--- config.mk ---
export PLATFORM = sky130hd
export DESIGN_NAME = accel_status_config_regs
export DESIGN_NICKNAME = d
export VERILOG_FILES = /design/src/accel_regs_pkg.sv /design/src/latch_flag.sv /design/src/accel_status_config_regs.sv
export SDC_FILE = /design/constraint.sdc
export NUM_CORES = 1
export LEC_CHECK = 0
export ABC_CLOCK_PERIOD_IN_PS = 2100
export BUFFER_PORTS_ARGS = -buffer_cell sky130_fd_sc_hd__clkbuf_2
export CORE_ASPECT_RATIO = 1.25
export CORE_UTILIZATION = 50
export CTS_CLUSTER_DIAMETER = 30
export DETAILED_ROUTE_END_ITERATION = 12
export GPL_ROUTABILITY_DRIVEN = 0
export PLACE_DENSITY = 0.74
export SLEW_MARGIN = 5
export SYNTH_ARGS = -nofsm -noshare
export SYNTH_HDL_FRONTEND = slang
export SYNTH_SLANG_ARGS = --single-unit
--- constraint.sdc ---
create_clock -name clk -period 2.1 [get_ports clk]
set_clock_uncertainty 0.05 [all_clocks]
set_input_delay 0.42 -clock clk [delete_from_list [all_inputs] [get_ports clk]]
set_output_delay 0.42 -clock clk [all_outputs]
set_load 0.05 [all_outputs]
--- src/accel_regs_pkg.sv ---
package accel_regs_pkg;

  typedef logic [7:0] addr_t;
  typedef logic [7:0] data_t;

  // Register offsets
  localparam addr_t ADDR_ORIENT_HIGHG = 8'h0c;
  localparam addr_t ADDR_FIFO_FILL = 8'h0e;
  localparam addr_t ADDR_FULL_SCALE = 8'h0f;
  localparam addr_t ADDR_FILTER = 8'h10;
  localparam addr_t ADDR_IRQ_STATUS = 8'h20;
  localparam addr_t ADDR_IRQ_MASK = 8'h21;

  // Reset values
  localparam data_t FULL_SCALE_RST = 8'h03;
  localparam data_t FILTER_RST = 8'h0f;
  localparam data_t IRQ_MASK_RST = 8'h00;

  // Field positions
  localparam int FLAT_POS = 7;
  localparam int ORIENT_LSB = 4;
  localparam int HIGH_SIGN_POS = 3;
  localparam int OVERRUN_POS = 7;
  localparam int RANGE_W = 4;
  localparam int FILTER_W = 5;
  localparam int COUNT_W = 7;

  // Interrupt status bits
  localparam int EV_HIGHG = 0;
  localparam int EV_FLAT = 1;
  localparam int EV_ORIENT = 2;
  localparam int EV_OVERRUN = 3;
  localparam int EV_W = 4;

  // Full-scale codes
  localparam logic [3:0] RANGE_2G = 4'h3;
  localparam logic [3:0] RANGE_4G = 4'h5;
  localparam logic [3:0] RANGE_8G = 4'h8;
  localparam logic [3:0] RANGE_16G = 4'hc;

  // Filter code corners
  localparam logic [4:0] FILTER_LOWEST = 5'h08;
  localparam logic [4:0] FILTER_HIGHEST = 5'h0f;

  // Latch mode encodings
  localparam logic [3:0] LATCH_NONE = 4'h0;
  localparam logic [3:0] LATCH_PERM_A = 4'h7;
  localparam logic [3:0] LATCH_PERM_B = 4'hf;

  // FIFO capacity in frames
  localparam logic [6:0] FIFO_FRAMES = 7'h20;

  // Timing
  localparam int CLK_PERIOD_PS = 5000;
  localparam int TEMP_HOLD_NS = 1000;
  localparam int HOLD_W = 8;
  localparam logic [HOLD_W-1:0] HOLD_CYC =
    HOLD_W'((TEMP_HOLD_NS * 1000 + CLK_PERIOD_PS - 1) / CLK_PERIOD_PS);

endpackage

--- src/latch_flag.sv ---
`timescale 1ns/1ps
module latch_flag (
  input wire logic clk,
  input wire logic rst_n,
  input wire logic trig,
  input wire logic level,
  input wire logic [3:0] mode,
  input wire logic clear,
  output logic flag
);
  import accel_regs_pkg::*;

  logic flag_ff;
  logic nxt_flag;
  logic [HOLD_W-1:0] hold_ff;
  logic [HOLD_W-1:0] nxt_hold;

  wire logic no_latch = (mode == LATCH_NONE);
  wire logic perm = (mode == LATCH_PERM_A) || (mode == LATCH_PERM_B);
  wire logic hold_live = (hold_ff > HOLD_W'(1));

  // Set beats clear so a trigger in the clear cycle survives
  assign nxt_flag = no_latch ? level :
                    trig ? 1'b1 :
                    clear ? 1'b0 :
                    perm ? flag_ff : (flag_ff && hold_live);
  assign nxt_hold = trig ? HOLD_CYC :
                    (hold_ff != '0) ? hold_ff - HOLD_W'(1) : '0;

  always_ff @(posedge clk or negedge rst_n) begin
    if (!rst_n) begin
      flag_ff <= 1'b0;
      hold_ff <= '0;
    end else begin
      flag_ff <= nxt_flag;
      hold_ff <= nxt_hold;
    end
  end

  assign flag = flag_ff;

  a_trig_sets: assert property (@(posedge clk) disable iff (!rst_n)
    trig && !no_latch |=> flag_ff)
    else $error("trigger did not set flag");

  a_follow_level: assert property (@(posedge clk) disable iff (!rst_n)
    no_latch |=> flag_ff == $past(level))
    else $error("unlatched flag not following level");

  a_perm_holds: assert property (@(posedge clk) disable iff (!rst_n)
    flag_ff && perm && !clear |=> flag_ff)
    else $error("permanent latch dropped");

endmodule

--- src/accel_status_config_regs.sv ---
// Behaviour
// Detail flags set on engine trigger
// Latch mode governs high-g and flat bits
// Host trusts flags only when enabled
// Flat bit valid only with flat enabled
// Z orientation: 0 up, 1 down
// In-plane orientation uses four-code encoding
// Orientation ignores latch mode, shows present
// Orientation frozen while blocking is active
// High-g sign bit: 0 positive
// Bits 2..0 mark z, y, x axis
// Overrun cleared only by config write
// Seven-bit frame counter, zero when empty
// Counter cleared by draining or config write
// Range codes select full scale, reset 0011b
// Host uses only defined range codes
// Filter code maps to bandwidth, reset 01111b
// Status writes ignored, reserved bits zero
// Host writes zero to reserved bits
//
// Strobed register access was decided locally.
`timescale 1ns/1ps
module accel_status_config_regs (
  input wire logic clk,
  input wire logic arst_n,
  input wire accel_regs_pkg::addr_t addr,
  input wire accel_regs_pkg::data_t wdata,
  input wire logic wr,
  input wire logic rd,
  output accel_regs_pkg::data_t rdata,
  input wire logic [2:0] orient_now,
  input wire logic orient_block,
  input wire logic flat_now,
  input wire logic flat_trig,
  input wire logic flat_en,
  input wire logic high_trig,
  input wire logic high_level,
  input wire logic high_sign_in,
  input wire logic [2:0] high_axis_in,
  input wire logic [3:0] latch_mode,
  input wire logic latch_clear,
  input wire logic fifo_wr,
  input wire logic fifo_rd,
  input wire logic fifo_cfg_wr,
  output logic [3:0] full_scale_select,
  output logic [1:0] range_gsel,
  output logic range_valid,
  output logic [4:0] filter_bandwidth_code,
  output logic [2:0] filter_step,
  output logic irq
);
  import accel_regs_pkg::*;

  // Full-scale code to 0..3 index; unknown codes fall back to 2g
  function automatic logic [1:0] gsel_of(input logic [3:0] code);
    case (code)
      RANGE_4G: gsel_of = 2'h1;
      RANGE_8G: gsel_of = 2'h2;
      RANGE_16G: gsel_of = 2'h3;
      default: gsel_of = 2'h0;
    endcase
  endfunction

  function automatic logic range_known(input logic [3:0] code);
    range_known = (code == RANGE_2G) || (code == RANGE_4G) ||
                  (code == RANGE_8G) || (code == RANGE_16G);
  endfunction

  // Filter code to doubling step: 0 is 7.81 Hz, 7 is 1000 Hz
  function automatic logic [2:0] step_of(input logic [4:0] code);
    if (code[4]) begin
      step_of = 3'h7;
    end else if (code <= FILTER_LOWEST) begin
      step_of = 3'h0;
    end else begin
      step_of = code[2:0] - 3'h0;
    end
  endfunction

  // Reset release through two flops
  logic rst_meta_ff;
  logic rst_n_ff;
  wire logic rst_n = rst_n_ff;

  always_ff @(posedge clk or negedge arst_n) begin
    if (!arst_n) begin
      rst_meta_ff <= 1'b0;
      rst_n_ff <= 1'b0;
    end else begin
      rst_meta_ff <= 1'b1;
      rst_n_ff <= rst_meta_ff;
    end
  end

  // Address decode
  wire logic hit_orient = (addr == ADDR_ORIENT_HIGHG);
  wire logic hit_fifo = (addr == ADDR_FIFO_FILL);
  wire logic hit_range = (addr == ADDR_FULL_SCALE);
  wire logic hit_filter = (addr == ADDR_FILTER);
  wire logic hit_stat = (addr == ADDR_IRQ_STATUS);
  wire logic hit_mask = (addr == ADDR_IRQ_MASK);
  wire logic wr_range = wr && hit_range;
  wire logic wr_filter = wr && hit_filter;
  wire logic wr_stat = wr && hit_stat;
  wire logic wr_mask = wr && hit_mask;

  // Orientation
  logic [2:0] orient_ff;
  logic [2:0] nxt_orient;
  // Bit 2 z face (0 up, 1 down), bits 1:0 in-plane code passed as coded
  assign nxt_orient = orient_block ? orient_ff : orient_now;

  // High-g and flat flags through the latch logic
  logic high_flag;
  logic flat_flag;

  latch_flag u_high_latch (
    .clk(clk),
    .rst_n(rst_n),
    .trig(high_trig),
    .level(high_level),
    .mode(latch_mode),
    .clear(latch_clear),
    .flag(high_flag)
  );

  latch_flag u_flat_latch (
    .clk(clk),
    .rst_n(rst_n),
    .trig(flat_trig),
    .level(flat_now),
    .mode(latch_mode),
    .clear(latch_clear),
    .flag(flat_flag)
  );

  // Sign and axes captured at the trigger, shown while the flag stands
  logic [3:0] high_detail_ff;
  logic [3:0] nxt_high_detail;
  assign nxt_high_detail = high_trig ? {high_sign_in, high_axis_in} : high_detail_ff;

  wire logic [3:0] high_shown = high_detail_ff & {4{high_flag}};
  // Flat reads zero while detection is off, so a stale latch cannot leak
  wire logic flat_shown = flat_flag && flat_en;
  wire data_t orient_word = {flat_shown, orient_ff, high_shown};

  // FIFO fill tracking
  logic overrun_ff;
  logic nxt_overrun;
  logic [COUNT_W-1:0] count_ff;
  logic [COUNT_W-1:0] nxt_count;
  wire logic fifo_full = (count_ff == FIFO_FRAMES);
  wire logic fifo_empty = (count_ff == '0);
  wire logic overrun_evt = fifo_wr && fifo_full && !fifo_rd;
  wire logic count_up = fifo_wr && !fifo_full && !(fifo_rd && !fifo_empty);
  wire logic count_dn = fifo_rd && !fifo_empty && !fifo_wr;

  // A new overrun in the config write cycle is kept
  assign nxt_overrun = overrun_evt ? 1'b1 : (fifo_cfg_wr ? 1'b0 : overrun_ff);
  assign nxt_count = fifo_cfg_wr ? '0 :
                     count_up ? count_ff + COUNT_W'(1) :
                     count_dn ? count_ff - COUNT_W'(1) : count_ff;
  wire data_t fifo_word = {overrun_ff, count_ff};

  // Configuration registers, reserved bits not stored
  logic [RANGE_W-1:0] range_ff;
  logic [FILTER_W-1:0] filter_ff;
  wire logic [RANGE_W-1:0] nxt_range = wr_range ? wdata[RANGE_W-1:0] : range_ff;
  wire logic [FILTER_W-1:0] nxt_filter = wr_filter ? wdata[FILTER_W-1:0] : filter_ff;

  // Interrupt status, write one to clear, set wins
  logic orient_moved_ff;
  logic [EV_W-1:0] stat_ff;
  logic [EV_W-1:0] mask_ff;
  logic [EV_W-1:0] events;
  logic [EV_W-1:0] nxt_stat;
  logic [EV_W-1:0] nxt_mask;
  assign events[EV_HIGHG] = high_trig;
  assign events[EV_FLAT] = flat_trig;
  assign events[EV_ORIENT] = orient_moved_ff;
  assign events[EV_OVERRUN] = overrun_evt;
  assign nxt_stat = events | (stat_ff & ~(wr_stat ? wdata[EV_W-1:0] : '0));
  assign nxt_mask = wr_mask ? wdata[EV_W-1:0] : mask_ff;
  wire logic nxt_irq = |(nxt_stat & nxt_mask);

  // Read mux; unmapped reads give zero
  data_t rd_mux;
  always_comb begin
    rd_mux = '0;
    if (hit_orient) begin
      rd_mux = orient_word;
    end else if (hit_fifo) begin
      rd_mux = fifo_word;
    end else if (hit_range) begin
      rd_mux = data_t'(range_ff);
    end else if (hit_filter) begin
      rd_mux = data_t'(filter_ff);
    end else if (hit_stat) begin
      rd_mux = data_t'(stat_ff);
    end else if (hit_mask) begin
      rd_mux = data_t'(mask_ff);
    end
  end

  // Status words have no bus write path; fifo_cfg_wr clears overrun and count
  always_ff @(posedge clk or negedge rst_n) begin
    if (!rst_n) begin
      orient_ff <= '0;
      orient_moved_ff <= 1'b0;
      high_detail_ff <= '0;
      overrun_ff <= 1'b0;
      count_ff <= '0;
    end else begin
      orient_ff <= nxt_orient;
      orient_moved_ff <= (nxt_orient != orient_ff);
      high_detail_ff <= nxt_high_detail;
      overrun_ff <= nxt_overrun;
      count_ff <= nxt_count;
    end
  end

  always_ff @(posedge clk or negedge rst_n) begin
    if (!rst_n) begin
      range_ff <= FULL_SCALE_RST[RANGE_W-1:0];
      filter_ff <= FILTER_RST[FILTER_W-1:0];
      mask_ff <= IRQ_MASK_RST[EV_W-1:0];
      stat_ff <= '0;
    end else begin
      range_ff <= nxt_range;
      filter_ff <= nxt_filter;
      mask_ff <= nxt_mask;
      stat_ff <= nxt_stat;
    end
  end

  // Decoded outputs lag the register by nothing: same edge
  always_ff @(posedge clk or negedge rst_n) begin
    if (!rst_n) begin
      rdata <= '0;
      irq <= 1'b0;
      full_scale_select <= FULL_SCALE_RST[RANGE_W-1:0];
      range_gsel <= 2'h0;
      range_valid <= 1'b1;
      filter_bandwidth_code <= FILTER_RST[FILTER_W-1:0];
      filter_step <= 3'h7;
    end else begin
      rdata <= rd ? rd_mux : '0;
      irq <= nxt_irq;
      full_scale_select <= nxt_range;
      range_gsel <= gsel_of(nxt_range);
      range_valid <= range_known(nxt_range);
      filter_bandwidth_code <= nxt_filter;
      filter_step <= step_of(nxt_filter);
    end
  end

  a_orient_hold: assert property (@(posedge clk) disable iff (!rst_n)
    orient_block |=> $stable(orient_ff))
    else $error("orientation changed while blocked");

  a_orient_follow: assert property (@(posedge clk) disable iff (!rst_n)
    !orient_block |=> orient_ff == $past(orient_now))
    else $error("orientation not tracking present value");

  a_flat_gated: assert property (@(posedge clk) disable iff (!rst_n)
    rd && hit_orient && !flat_en |=> rdata[FLAT_POS] == 1'b0)
    else $error("flat bit set with detection off");

  a_high_capture: assert property (@(posedge clk) disable iff (!rst_n)
    high_trig |=> high_detail_ff == $past({high_sign_in, high_axis_in}))
    else $error("high-g detail not captured");

  a_high_read: assert property (@(posedge clk) disable iff (!rst_n)
    rd && hit_orient |=> rdata[3:0] == $past(high_shown))
    else $error("high-g detail read mismatch");

  a_overrun_set: assert property (@(posedge clk) disable iff (!rst_n)
    overrun_evt |=> overrun_ff)
    else $error("overrun not flagged");

  a_overrun_keep: assert property (@(posedge clk) disable iff (!rst_n)
    overrun_ff && !fifo_cfg_wr |=> overrun_ff)
    else $error("overrun cleared without config write");

  a_count_clear: assert property (@(posedge clk) disable iff (!rst_n)
    fifo_cfg_wr |=> count_ff == '0)
    else $error("frame counter not cleared");

  a_count_limit: assert property (@(posedge clk) disable iff (!rst_n)
    count_ff <= FIFO_FRAMES)
    else $error("frame counter beyond capacity");

  a_range_write: assert property (@(posedge clk) disable iff (!rst_n)
    wr_range |=> full_scale_select == $past(wdata[RANGE_W-1:0]))
    else $error("range write lost");

  a_filter_read: assert property (@(posedge clk) disable iff (!rst_n)
    rd && hit_filter |=> rdata[7:FILTER_W] == '0)
    else $error("reserved filter bits read nonzero");

  a_filter_top: assert property (@(posedge clk) disable iff (!rst_n)
    wr_filter && wdata[4] |=> filter_step == 3'h7)
    else $error("top filter codes not at 1000 Hz");

  a_irq_level: assert property (@(posedge clk) disable iff (!rst_n)
    ##1 irq == |(stat_ff & mask_ff))
    else $error("interrupt not matching status");

  a_count_drain: assert property (@(posedge clk) disable iff (!rst_n)
    fifo_rd && !fifo_wr && !fifo_cfg_wr && count_ff == COUNT_W'(1) |=> count_ff == '0)
    else $error("last frame read did not empty counter");

  a_count_hold: assert property (@(posedge clk) disable iff (!rst_n)
    fifo_wr && fifo_full && !fifo_cfg_wr |=> count_ff == FIFO_FRAMES)
    else $error("frame counter moved while full");

  a_status_ro: assert property (@(posedge clk) disable iff (!rst_n)
    wr && hit_fifo && !fifo_cfg_wr && !fifo_wr && !fifo_rd |=> $stable({overrun_ff, count_ff}))
    else $error("fifo status changed by a bus write");

  a_gsel_map: assert property (@(posedge clk) disable iff (!rst_n)
    wr_range && wdata[RANGE_W-1:0] == RANGE_16G |=> range_gsel == 2'h3 && range_valid)
    else $error("16g code not decoded");

  a_step_low: assert property (@(posedge clk) disable iff (!rst_n)
    wr_filter && wdata[4:3] == 2'b00 |=> filter_step == 3'h0)
    else $error("low filter codes not at lowest step");

  a_orient_event: assert property (@(posedge clk) disable iff (!rst_n)
    orient_ff != $past(orient_ff) |=> stat_ff[EV_ORIENT])
    else $error("orientation change not flagged");

  c_overrun: cover property (@(posedge clk) disable iff (!rst_n)
    overrun_evt ##[1:20] fifo_cfg_wr);

  c_orient_block: cover property (@(posedge clk) disable iff (!rst_n)
    orient_block && (orient_now != orient_ff) ##1 !orient_block);

  c_high_read: cover property (@(posedge clk) disable iff (!rst_n)
    high_trig ##[1:10] (rd && hit_orient));

  c_irq: cover property (@(posedge clk) disable iff (!rst_n)
    irq ##1 wr_stat ##1 !irq);

  c_fifo_drain: cover property (@(posedge clk) disable iff (!rst_n)
    count_ff == COUNT_W'(1) && fifo_rd && !fifo_wr ##1 fifo_empty);

endmodule

==> out/summary.txt, run 1 <==
Vias per Instance: 5.54
Final WL: 8.73 mm
Worst reg2reg startpoint: count_ff[1]
FF+latch count, synth: 68
Outcome: complete, but fails checks
Power Density: 1070 nW/um2
Most frequent cell after synthesis: dfrtp_1
HP Start: orient_block
Crit path DAT: 3.02 ns
Crit path kind: reg2reg
Die ar.: 7490 um2
Clk buf depth: 2
Cell Area, Synth: 3570 um2
Critical Path End Type: register
Total grt overflow: 0
Skew-Pair Late Insertion Delay: 0.36 ns
Final setup violation count: 6
Initial DRC Count: 140
Hold Fails Final Rpt: 0
Top cell type by total area after synthesis: dfrtp_1
Post-synthesis sequential area ratio: 0.480
H-tree levels: 3
Filler cells: 521
Initial antenna violation count: 0
HPWL Detailed: 6.46 mm
Critical Path Source: count_ff[1]
# port buffers: 61
Worst-Margin Slew: 0.631 ns
Worst hold slack: 0.235 ns
Worst slew margin: 0.580
Failing checks: negative setup slack
Initial DRT Pass Iterations: 4
Synth warnings: 0
Cells after Synth: 316
Antenna-violating nets left: 0
Clk pin slew, worst setup/hold paths: 0.08 ns
Nets@finish: 493
Most frequent cells after synthesis: dfrtp_1 (58), nor2_1 (38), mux2_2 (18), nand2_1 (15), xnor2_1 (15)
Num ports: 65
Largest cells by area after synthesis: dfrtp_1 (41%), dfstp_2 (7.4%), mux2_2 (5.7%)
Share of the synthesized area in the top cell type: 0.406
Worst vdd rail ir drop: 0.000918 V
DR vias: 2,961
Leak pwr: 2.16 nW
Post-Syn Nets: 370
Num CTS Buffers: 9
Clock sinks: 68
First-pass GRT wire length: 13.8 mm
Gr usage total: 0.244
Critical Path Start Type: register
Chip height: 96.5 um
Setup TNS: -2.83 ns
Area of the core: 6930 um2
Fin crit period: 2.82 ns
Worst Path Max Fanout: 6
Row cnt: 34
Final worst slack: -0.723 ns
Root Driver: clkbuf_8
Starting Density: 0.516
Req. time, crit path: 2.29 ns
Number of global-route vias before repair: 2,995
Layout area overhead: 32.0%
Tcrit/Tclk final: 1.34
Most used DFF post-synth: dfrtp_1
Max Freq: 354 MHz
RSZ-0062 raised after global routing: true
Slew Viols, Final: 0
CTS tree: yes
Ant. Diodes: 0
Worst Hold Class: in2reg
Wirelength per Cell: 16.3 um
Largest net degree at the start of global routing: 33
Share of cells above drive strength 1: 0.437
Maxcap violations: 0
Post-synth EDFFs: 0
Die W: 77.6 um
Async S/R FF share, synth: 1.00
Yosys cell types: 69
Post-route DRC: 0
Mapped Avg Cell Area: 11.3 um2
[sequential cells by signal, summed over array words and instances (netlist names), 2 cells and up]
| register | count |
|---|---|
| count_ff | 7 |
| stat_ff | 4 |
| high_detail_ff | 4 |
| range_gsel | 2 |
| u_high_latch.hold_ff | 8 |
| full_scale_select | 4 |
| filter_bandwidth_code | 5 |
| filter_step | 3 |
| mask_ff | 4 |
| rdata | 8 |
| orient_ff | 3 |
| u_flat_latch.hold_ff | 8 |
[power breakdown]
part	internal [mW]	switching [mW]	leakage [nW]	total, mW
Sequential	1.46	0.136	0.822	1.60
Clock	0.590	0.542	0.0995	1.13
Combinational	1.22	1.11	1.24	2.33
Total	3.28	1.78	2.16	5.06
[worst paths after layout]
check / end / slack (ns) / cells past startpoint
min in group asynchronous: u_flat_latch.hold_ff[6] / 0.24 / 0
hold reg to reg: u_flat_latch.hold_ff[6] / 0.24 / 0
hold / removal: orient_moved_ff / 0.23 / 2
setup reg to reg: count_ff[6] / -0.72 / 10
setup / recovery: count_ff[6] / -0.72 / 10
max in group asynchronous: filter_step[0] / 1.09 / 1
[logic make-up (layout without fill, tap and decap cells)]
| logic type | count (synthesis) | in the layout | synth area share |
|---|---|---|---|
| AND/OR/NAND/NOR | 110 | 110 | 0.180 |
| adder cells (fa/ha/maj) | 13 | 13 | 0.0476 |
| other | 1 | 1 | 0.00105 |
| buffers and inverters | 19 | 147 | 0.0220 |
| AO/OA/AOI/OAI | 57 | 57 | 0.131 |
| flip-flops | 68 | 68 | 0.480 |
| XOR/XNOR | 19 | 19 | 0.0466 |
| multiplexers | 29 | 29 | 0.0921 |
[metrics by stage]
| stage | cells | worst slack, ns | util | total power [mW] | cell area (um2) |
|---|---|---|---|---|---|
| 2_1_floorplan | 316 | -0.773 | - | 2.75 | 3590 |
| 3_5_place_dp | 509 | -0.805 | 0.627 | 3.46 | 4350 |
| 6_report | 534 | -0.723 | 0.680 | 5.06 | 4720 |
| 5_1_grt | 534 | -0.861 | 0.680 | 5.31 | 4720 |
| 4_1_cts | 530 | -0.744 | 0.670 | 4.81 | 4640 |
| 3_3_place_gp | 509 | -0.744 | 0.627 | 3.39 | 4350 |
[repair_timing]
action	4_1_cts	5_1_grt
hold endpoints to repair	2	0
pin swaps	10	5
gates resized for setup	9	8
hold buffers	1	0
gates cloned	0	0
setup buffers	4	4
setup endpoints to repair	6	8
[layout by cell type (no fill, tap or decap), types with 3 or more instances in the layout]
| master | Yosys | layout |
|---|---|---|
| clkbuf_2 | 0 | 61 |
| dfrtp_1 | 58 | 57 |
| buf_4 | 0 | 51 |
| nor2_1 | 38 | 38 |
| mux2_2 | 18 | 18 |
| xnor2_1 | 15 | 14 |
| nand2_1 | 15 | 14 |
| inv_1 | 13 | 12 |
| ha_1 | 12 | 10 |
| clkbuf_8 | 0 | 10 |
| dfstp_2 | 10 | 10 |
| nor3_1 | 8 | 8 |
| mux2i_1 | 7 | 7 |
| a21oi_1 | 9 | 7 |
| or4_1 | 5 | 5 |
| a22oi_1 | 5 | 5 |
| o21bai_1 | 4 | 4 |
| xor2_1 | 4 | 4 |
| nand4_1 | 4 | 4 |
| a311o_1 | 4 | 4 |
| o21ai_0 | 4 | 4 |
| or2_2 | 3 | 3 |
| nor4b_1 | 3 | 3 |
| nor2b_1 | 4 | 3 |
| nor4_4 | 2 | 3 |
| nand4b_1 | 3 | 3 |
| mux2_4 | 3 | 3 |
| a31oi_1 | 3 | 3 |
| a22o_1 | 3 | 3 |
| a21o_1 | 3 | 3 |
| nand3b_1 | 3 | 3 |
| buf_6 | 1 | 3 |
[area by class of cell]
cell class                 count  area (um2)  area share
tap                           90         113      0.0239
timing repair buffer         117         752       0.159
clock buffer                  10         138      0.0292
sequential                    68        1720       0.364
inverter                      14        52.6      0.0111
multi-input combinational    229        1880       0.398
clock inverter                 6        71.3      0.0151
[critical path, stage by stage, from the launching register on]
cell and delay, ns:
dfrtp_1 0.38, or4_4 0.56, o31ai_4 0.19, and2_4 0.23, inv_2 0.05, fa_2 0.36
nor2b_4 0.13, o31a_1 0.17, o22ai_2 0.10, mux2i_1 0.16, mux2_1 0.33
[routing by layer]
layer  up-vias  GRT usage  share of wire
met4         0      0.110          0.022
met1      1454      0.270           0.38
met2        79      0.454           0.55
met3        18     0.0498          0.047
li1       1410          -              -
met5         -          0              0
Power figures use the tool's default switching activity.
==> inputs of run 2 (changes only) <==
Settings changed: SETUP_SLACK_MARGIN set to 0.4.
==> out/summary.txt, run 2 (synthesized netlist as in run 1, its figures left out) <==
Outcome: complete, but fails checks
Failing checks: negative setup slack
Critical Path Start Type: register
Maxcap violations: 0
Worst reg2reg startpoint: count_ff[4]
Clock sinks: 68
Nets@finish: 502
Largest regs: rdata: 8 flops, u_flat_latch.hold_ff: 8 flops, u_high_latch.hold_ff: 8 flops
Final Cell Area: 4950 um2
Crit-path max cell delay: 0.56 ns
Total grt overflow: 0
Chip height: 96.5 um
Req. time, crit path: 2.28 ns
Final worst slack: -0.786 ns
# port buffers: 61
Hold Fails Final Rpt: 0
Fin crit period: 2.89 ns
Gr usage total: 0.248
Share of cells above drive strength 1: 0.490
Power Density: 1020 nW/um2
HPWL Detailed: 6.27 mm
Critical Path End Type: register
Num CTS Buffers: 9
First-pass GRT wire length: 14.0 mm
RSZ-0062 raised after global routing: true
Wirelength per Cell: 16.6 um
Starting Density: 0.516
Row cnt: 34
Area of the core: 6930 um2
Placed cell area: 4410 um2
Most frequent cells in the layout: dfrtp_1 (57), buf_4 (56), clkbuf_2 (55)
R2r endpoint: count_ff[6]
DP Cell Count: 512
Largest net degree at the start of global routing: 31
Crit path DAT: 3.07 ns
CTS tree: yes
Worst path slowest cell: or4_4
Clk buf depth: 2
Skew-Pair Late Insertion Delay: 0.35 ns
FF-to-FF path depth: 9
Ant. Diodes: 0
Number of global-route vias before repair: 2,949
H-tree levels: 3
R2R setup slack: -0.79 ns
Worst vdd rail ir drop: 0.000950 V
Initial DRC Count: 245
Vias per Instance: 5.59
Layout area overhead: 38.5%
Slew Viols, Final: 0
Root Driver: clkbuf_8
Commonest non-fill, non-tap cell in the layout: dfrtp_1
Die W: 77.6 um
Antenna-violating nets left: 0
Max Freq: 347 MHz
Worst Hold Class: reg2async
DR vias: 3,038
Leak pwr: 2.28 nW
Worst Path Max Fanout: 5
Final WL: 9.02 mm
Die ar.: 7490 um2
Crit path kind: reg2reg
Clk pin slew, worst setup/hold paths: 0.08 ns
Total power: 5.07 mW
Post-route DRC: 0
Num ports: 65
Initial DRT Pass Iterations: 4
Final setup violation count: 7
Tcrit/Tclk final: 1.37
Crit path cell chain: or4_4, o31ai_4, and2_4, ha_4, nor2b_2, o31a_1, o22ai_2, mux2i_1, mux2_1
Initial antenna violation count: 0
Worst hold slack: 0.173 ns
Fin cells: 543
==> run 2: changes by cell type in the layout (fill, tap and decap cells not counted), moves of 3 or more <==
cell | before | now
nor3_4 | 0 | 3
buf_6 | 3 | 10
or4_1 | 5 | 1
or4_4 | 1 | 5
mux2_2 | 18 | 14
nor2_1 | 38 | 35
clkbuf_2 | 61 | 55
mux2_4 | 3 | 7
buf_4 | 51 | 56
or2_4 | 0 | 3
==> run 2: critical path, delay by kind of cell (launching register included) <==
kind | cells | cell delay, ns
simple gates | 3 | 0.93
flops | 1 | 0.38
compound gates | 3 | 0.65
fa+ha+maj | 1 | 0.20
mux | 2 | 0.56
==> run 2: repair_timing <==
action / in CTS / in global routing
setup endpoints to repair: 29 / 35
hold buffers: 1 / 0
setup buffers: 10 / 4
resized for setup: 26 / 20
pin swaps: 17 / 12
hold endpoints to repair: 2 / 0
==> run 2: where the power goes <==
part           switching, mW  leakage, nW  internal (mW)  total (mW)
registers              0.144        0.822           1.46        1.61
clock network          0.509        0.102          0.668        1.18
logic                   1.08         1.35           1.21        2.29
total                   1.73         2.28           3.35        5.07
==> run 2: per-stage QoR <==
step	TNS, ns	utilization	worst slack, ns
after floorplan	-2.53	-	-0.773
after global placement	-2.81	0.636	-0.728
after detailed placement	-3.20	0.636	-0.790
after CTS	-2.96	0.699	-0.765
after global routing	-3.63	0.714	-0.856
final	-3.10	0.714	-0.786
==> run 2: final cells by class <==
cell class	instances	area, um2
multi-input cells	229	1990
fillers	483	1980
flip-flops and latches	68	1720
repair buffers	126	858
clock buffers	10	128
well taps	90	113
clock inverters	6	88.8
inverters	14	53.8
==> run 2: layer usage <==
layer,track usage,up-vias,wire length [um]
met1,0.298,1484,3650
met3,0.0460,31,476
met5,0,-,0
met2,0.419,111,4550
met4,0.148,0,333
li1,-,1412,-
==> run 2: worst max-delay path by stage <==
| stage | from | end | slack (ns) | depth (start not counted) |
|---|---|---|---|---|
| global placement | count_ff[4] | count_ff[6] | -0.73 | 10 |
| floorplan | count_ff[0] | count_ff[6] | -0.77 | 9 |
| detailed placement | count_ff[4] | count_ff[6] | -0.79 | 10 |
| finish | count_ff[4] | count_ff[6] | -0.79 | 9 |
| global route | count_ff[4] | count_ff[6] | -0.86 | 9 |
| CTS | count_ff[4] | count_ff[6] | -0.77 | 9 |
==> inputs of run 3 (changes only) <==
Settings changed: SETUP_SLACK_MARGIN 0.4 to 0.2.
==> out/summary.txt, run 3 (synthesized netlist as in run 1, its figures left out) <==
Clk buf depth: 2
Num CTS Buffers: 9
Final worst slack: -0.782 ns
Critical Path End Type: register
Setup TNS: -3.80 ns
Final WL: 9.13 mm
Largest regs: rdata: 8 flops, u_flat_latch.hold_ff: 8 flops, u_high_latch.hold_ff: 8 flops
Initial DRT Pass Iterations: 4
Worst-Margin Slew: 0.574 ns
Worst Path Max Fanout: 5
Antenna-violating nets left: 0
Maxcap violations: 0
RSZ-0062 raised after global routing: true
# port buffers: 61
Ant. Diodes: 0
Largest net degree at the start of global routing: 35
R2R setup slack: -0.78 ns
Leak pwr: 2.21 nW
Total grt overflow: 0
Row cnt: 34
Nets@finish: 502
Worst Hold Class: reg2async
Starting Density: 0.516
Root Driver: clkbuf_8
Clk pin slew, worst setup/hold paths: 0.08 ns
Outcome: complete, but fails checks
Crit path DAT: 3.07 ns
H-tree levels: 3
Initial DRC Count: 159
Layout area overhead: 34.8%
First-pass GRT wire length: 14.1 mm
Vias per Instance: 5.63
Hold Fails Final Rpt: 0
Die W: 77.6 um
Area of the core: 6930 um2
Clock sinks: 68
Power Density: 1080 nW/um2
Req. time, crit path: 2.29 ns
Final setup violation count: 7
Slew Viols, Final: 0
Commonest non-fill, non-tap cell in the layout: clkbuf_2
Share of cells above drive strength 1: 0.468
Worst path slowest cell: or4_4
Chip height: 96.5 um
Max Freq: 347 MHz
Num ports: 65
Crit path kind: reg2reg
Worst hold slack: 0.214 ns
Worst slew margin: 0.617
Crit-path max cell delay: 0.58 ns
Worst vdd rail ir drop: 0.000913 V
Initial antenna violation count: 0
CTS tree: yes
DR vias: 3,056
Crit path cell chain: or4_4, o31ai_4, and2_4, inv_2, fa_2, nor2b_2, o31a_1, o22ai_2, mux2i_1, mux2_1
WP buf/inv: 1
Tcrit/Tclk final: 1.37
Die ar.: 7490 um2
Most frequent cells in the layout: clkbuf_2 (60), dfrtp_1 (57), buf_4 (56)
HPWL Detailed: 6.60 mm
Post-route DRC: 0
Failing checks: negative setup slack
Critical Path Start Type: register
Cell family with most CP delay: simple AND/OR/NAND/NOR gates
Fin crit period: 2.88 ns
Skew-Pair Late Insertion Delay: 0.35 ns
Wirelength per Cell: 16.8 um
Gr usage total: 0.251
Number of global-route vias before repair: 2,952
## run 3: cell types whose count changed in the layout (fill, tap and decap cells not counted), sizes merged
| cell | previous run | this run |
|---|---|---|
| bufinv | 2 | 0 |
| buf | 68 | 65 |
| clkbuf | 67 | 71 |
| clkinvlp | 2 | 3 |
## run 3: final cells by class
type                    count  area (um2)
repair buffers            126         841
flip-flops and latches     68        1720
inverters                  14        52.6
clock buffers              11         151
well taps                  90         113
multi-input cells         229        1910
fillers                   518        2120
clock inverters             5        36.3
## run 3: metrics by stage
| step | power [mW] | area [um2] | util | setup WS (ns) | instances |
|---|---|---|---|---|---|
| after floorplan | 2.75 | 3600 | - | -0.773 | 316 |
| after global placement | 3.39 | 4350 | 0.627 | -0.731 | 508 |
| after detailed placement | 3.50 | 4350 | 0.627 | -0.764 | 508 |
| after CTS | 4.84 | 4690 | 0.677 | -0.702 | 535 |
| after global routing | 5.43 | 4820 | 0.695 | -0.925 | 543 |
| final | 5.19 | 4820 | 0.695 | -0.782 | 543 |
## run 3: repair_timing
item	in CTS	in global routing
endpoints found under the setup margin	9	11
gates resized for setup	14	14
pin swaps	16	18
hold buffers	1	0
setup buffers	10	8
hold endpoints to repair	2	0
## run 3: worst paths after layout
path | startpoint | to | depth (start not counted)
min in group clk | orient_block | orient_moved_ff | 2
min | rst_n | u_high_latch.hold_ff[2] | 0
max in group asynchronous | rst_n | filter_step[1] | 1
min reg2reg | rst_n | u_high_latch.hold_ff[2] | 0
max | count_ff[1] | count_ff[6] | 10
max reg2reg | count_ff[1] | count_ff[6] | 10
## run 3: layer usage
| layer | routed length [um] | global-route usage | vias to the layer above | share of wire |
|---|---|---|---|---|
| met5 | 0 | 0 | - | 0 |
| li1 | - | - | 1424 | - |
| met1 | 3640 | 0.290 | 1519 | 0.40 |
| met2 | 4850 | 0.446 | 90 | 0.53 |
| met4 | 225 | 0.140 | 0 | 0.025 |
| met3 | 420 | 0.0394 | 23 | 0.046 |
## run 3: report_power, final
part / total, mW / internal [mW] / switching [mW]
combinational: 2.57 / 1.37 / 1.20
sequential: 1.61 / 1.47 / 0.147
clock: 1.00 / 0.492 / 0.513
total: 5.19 / 3.33 / 1.86
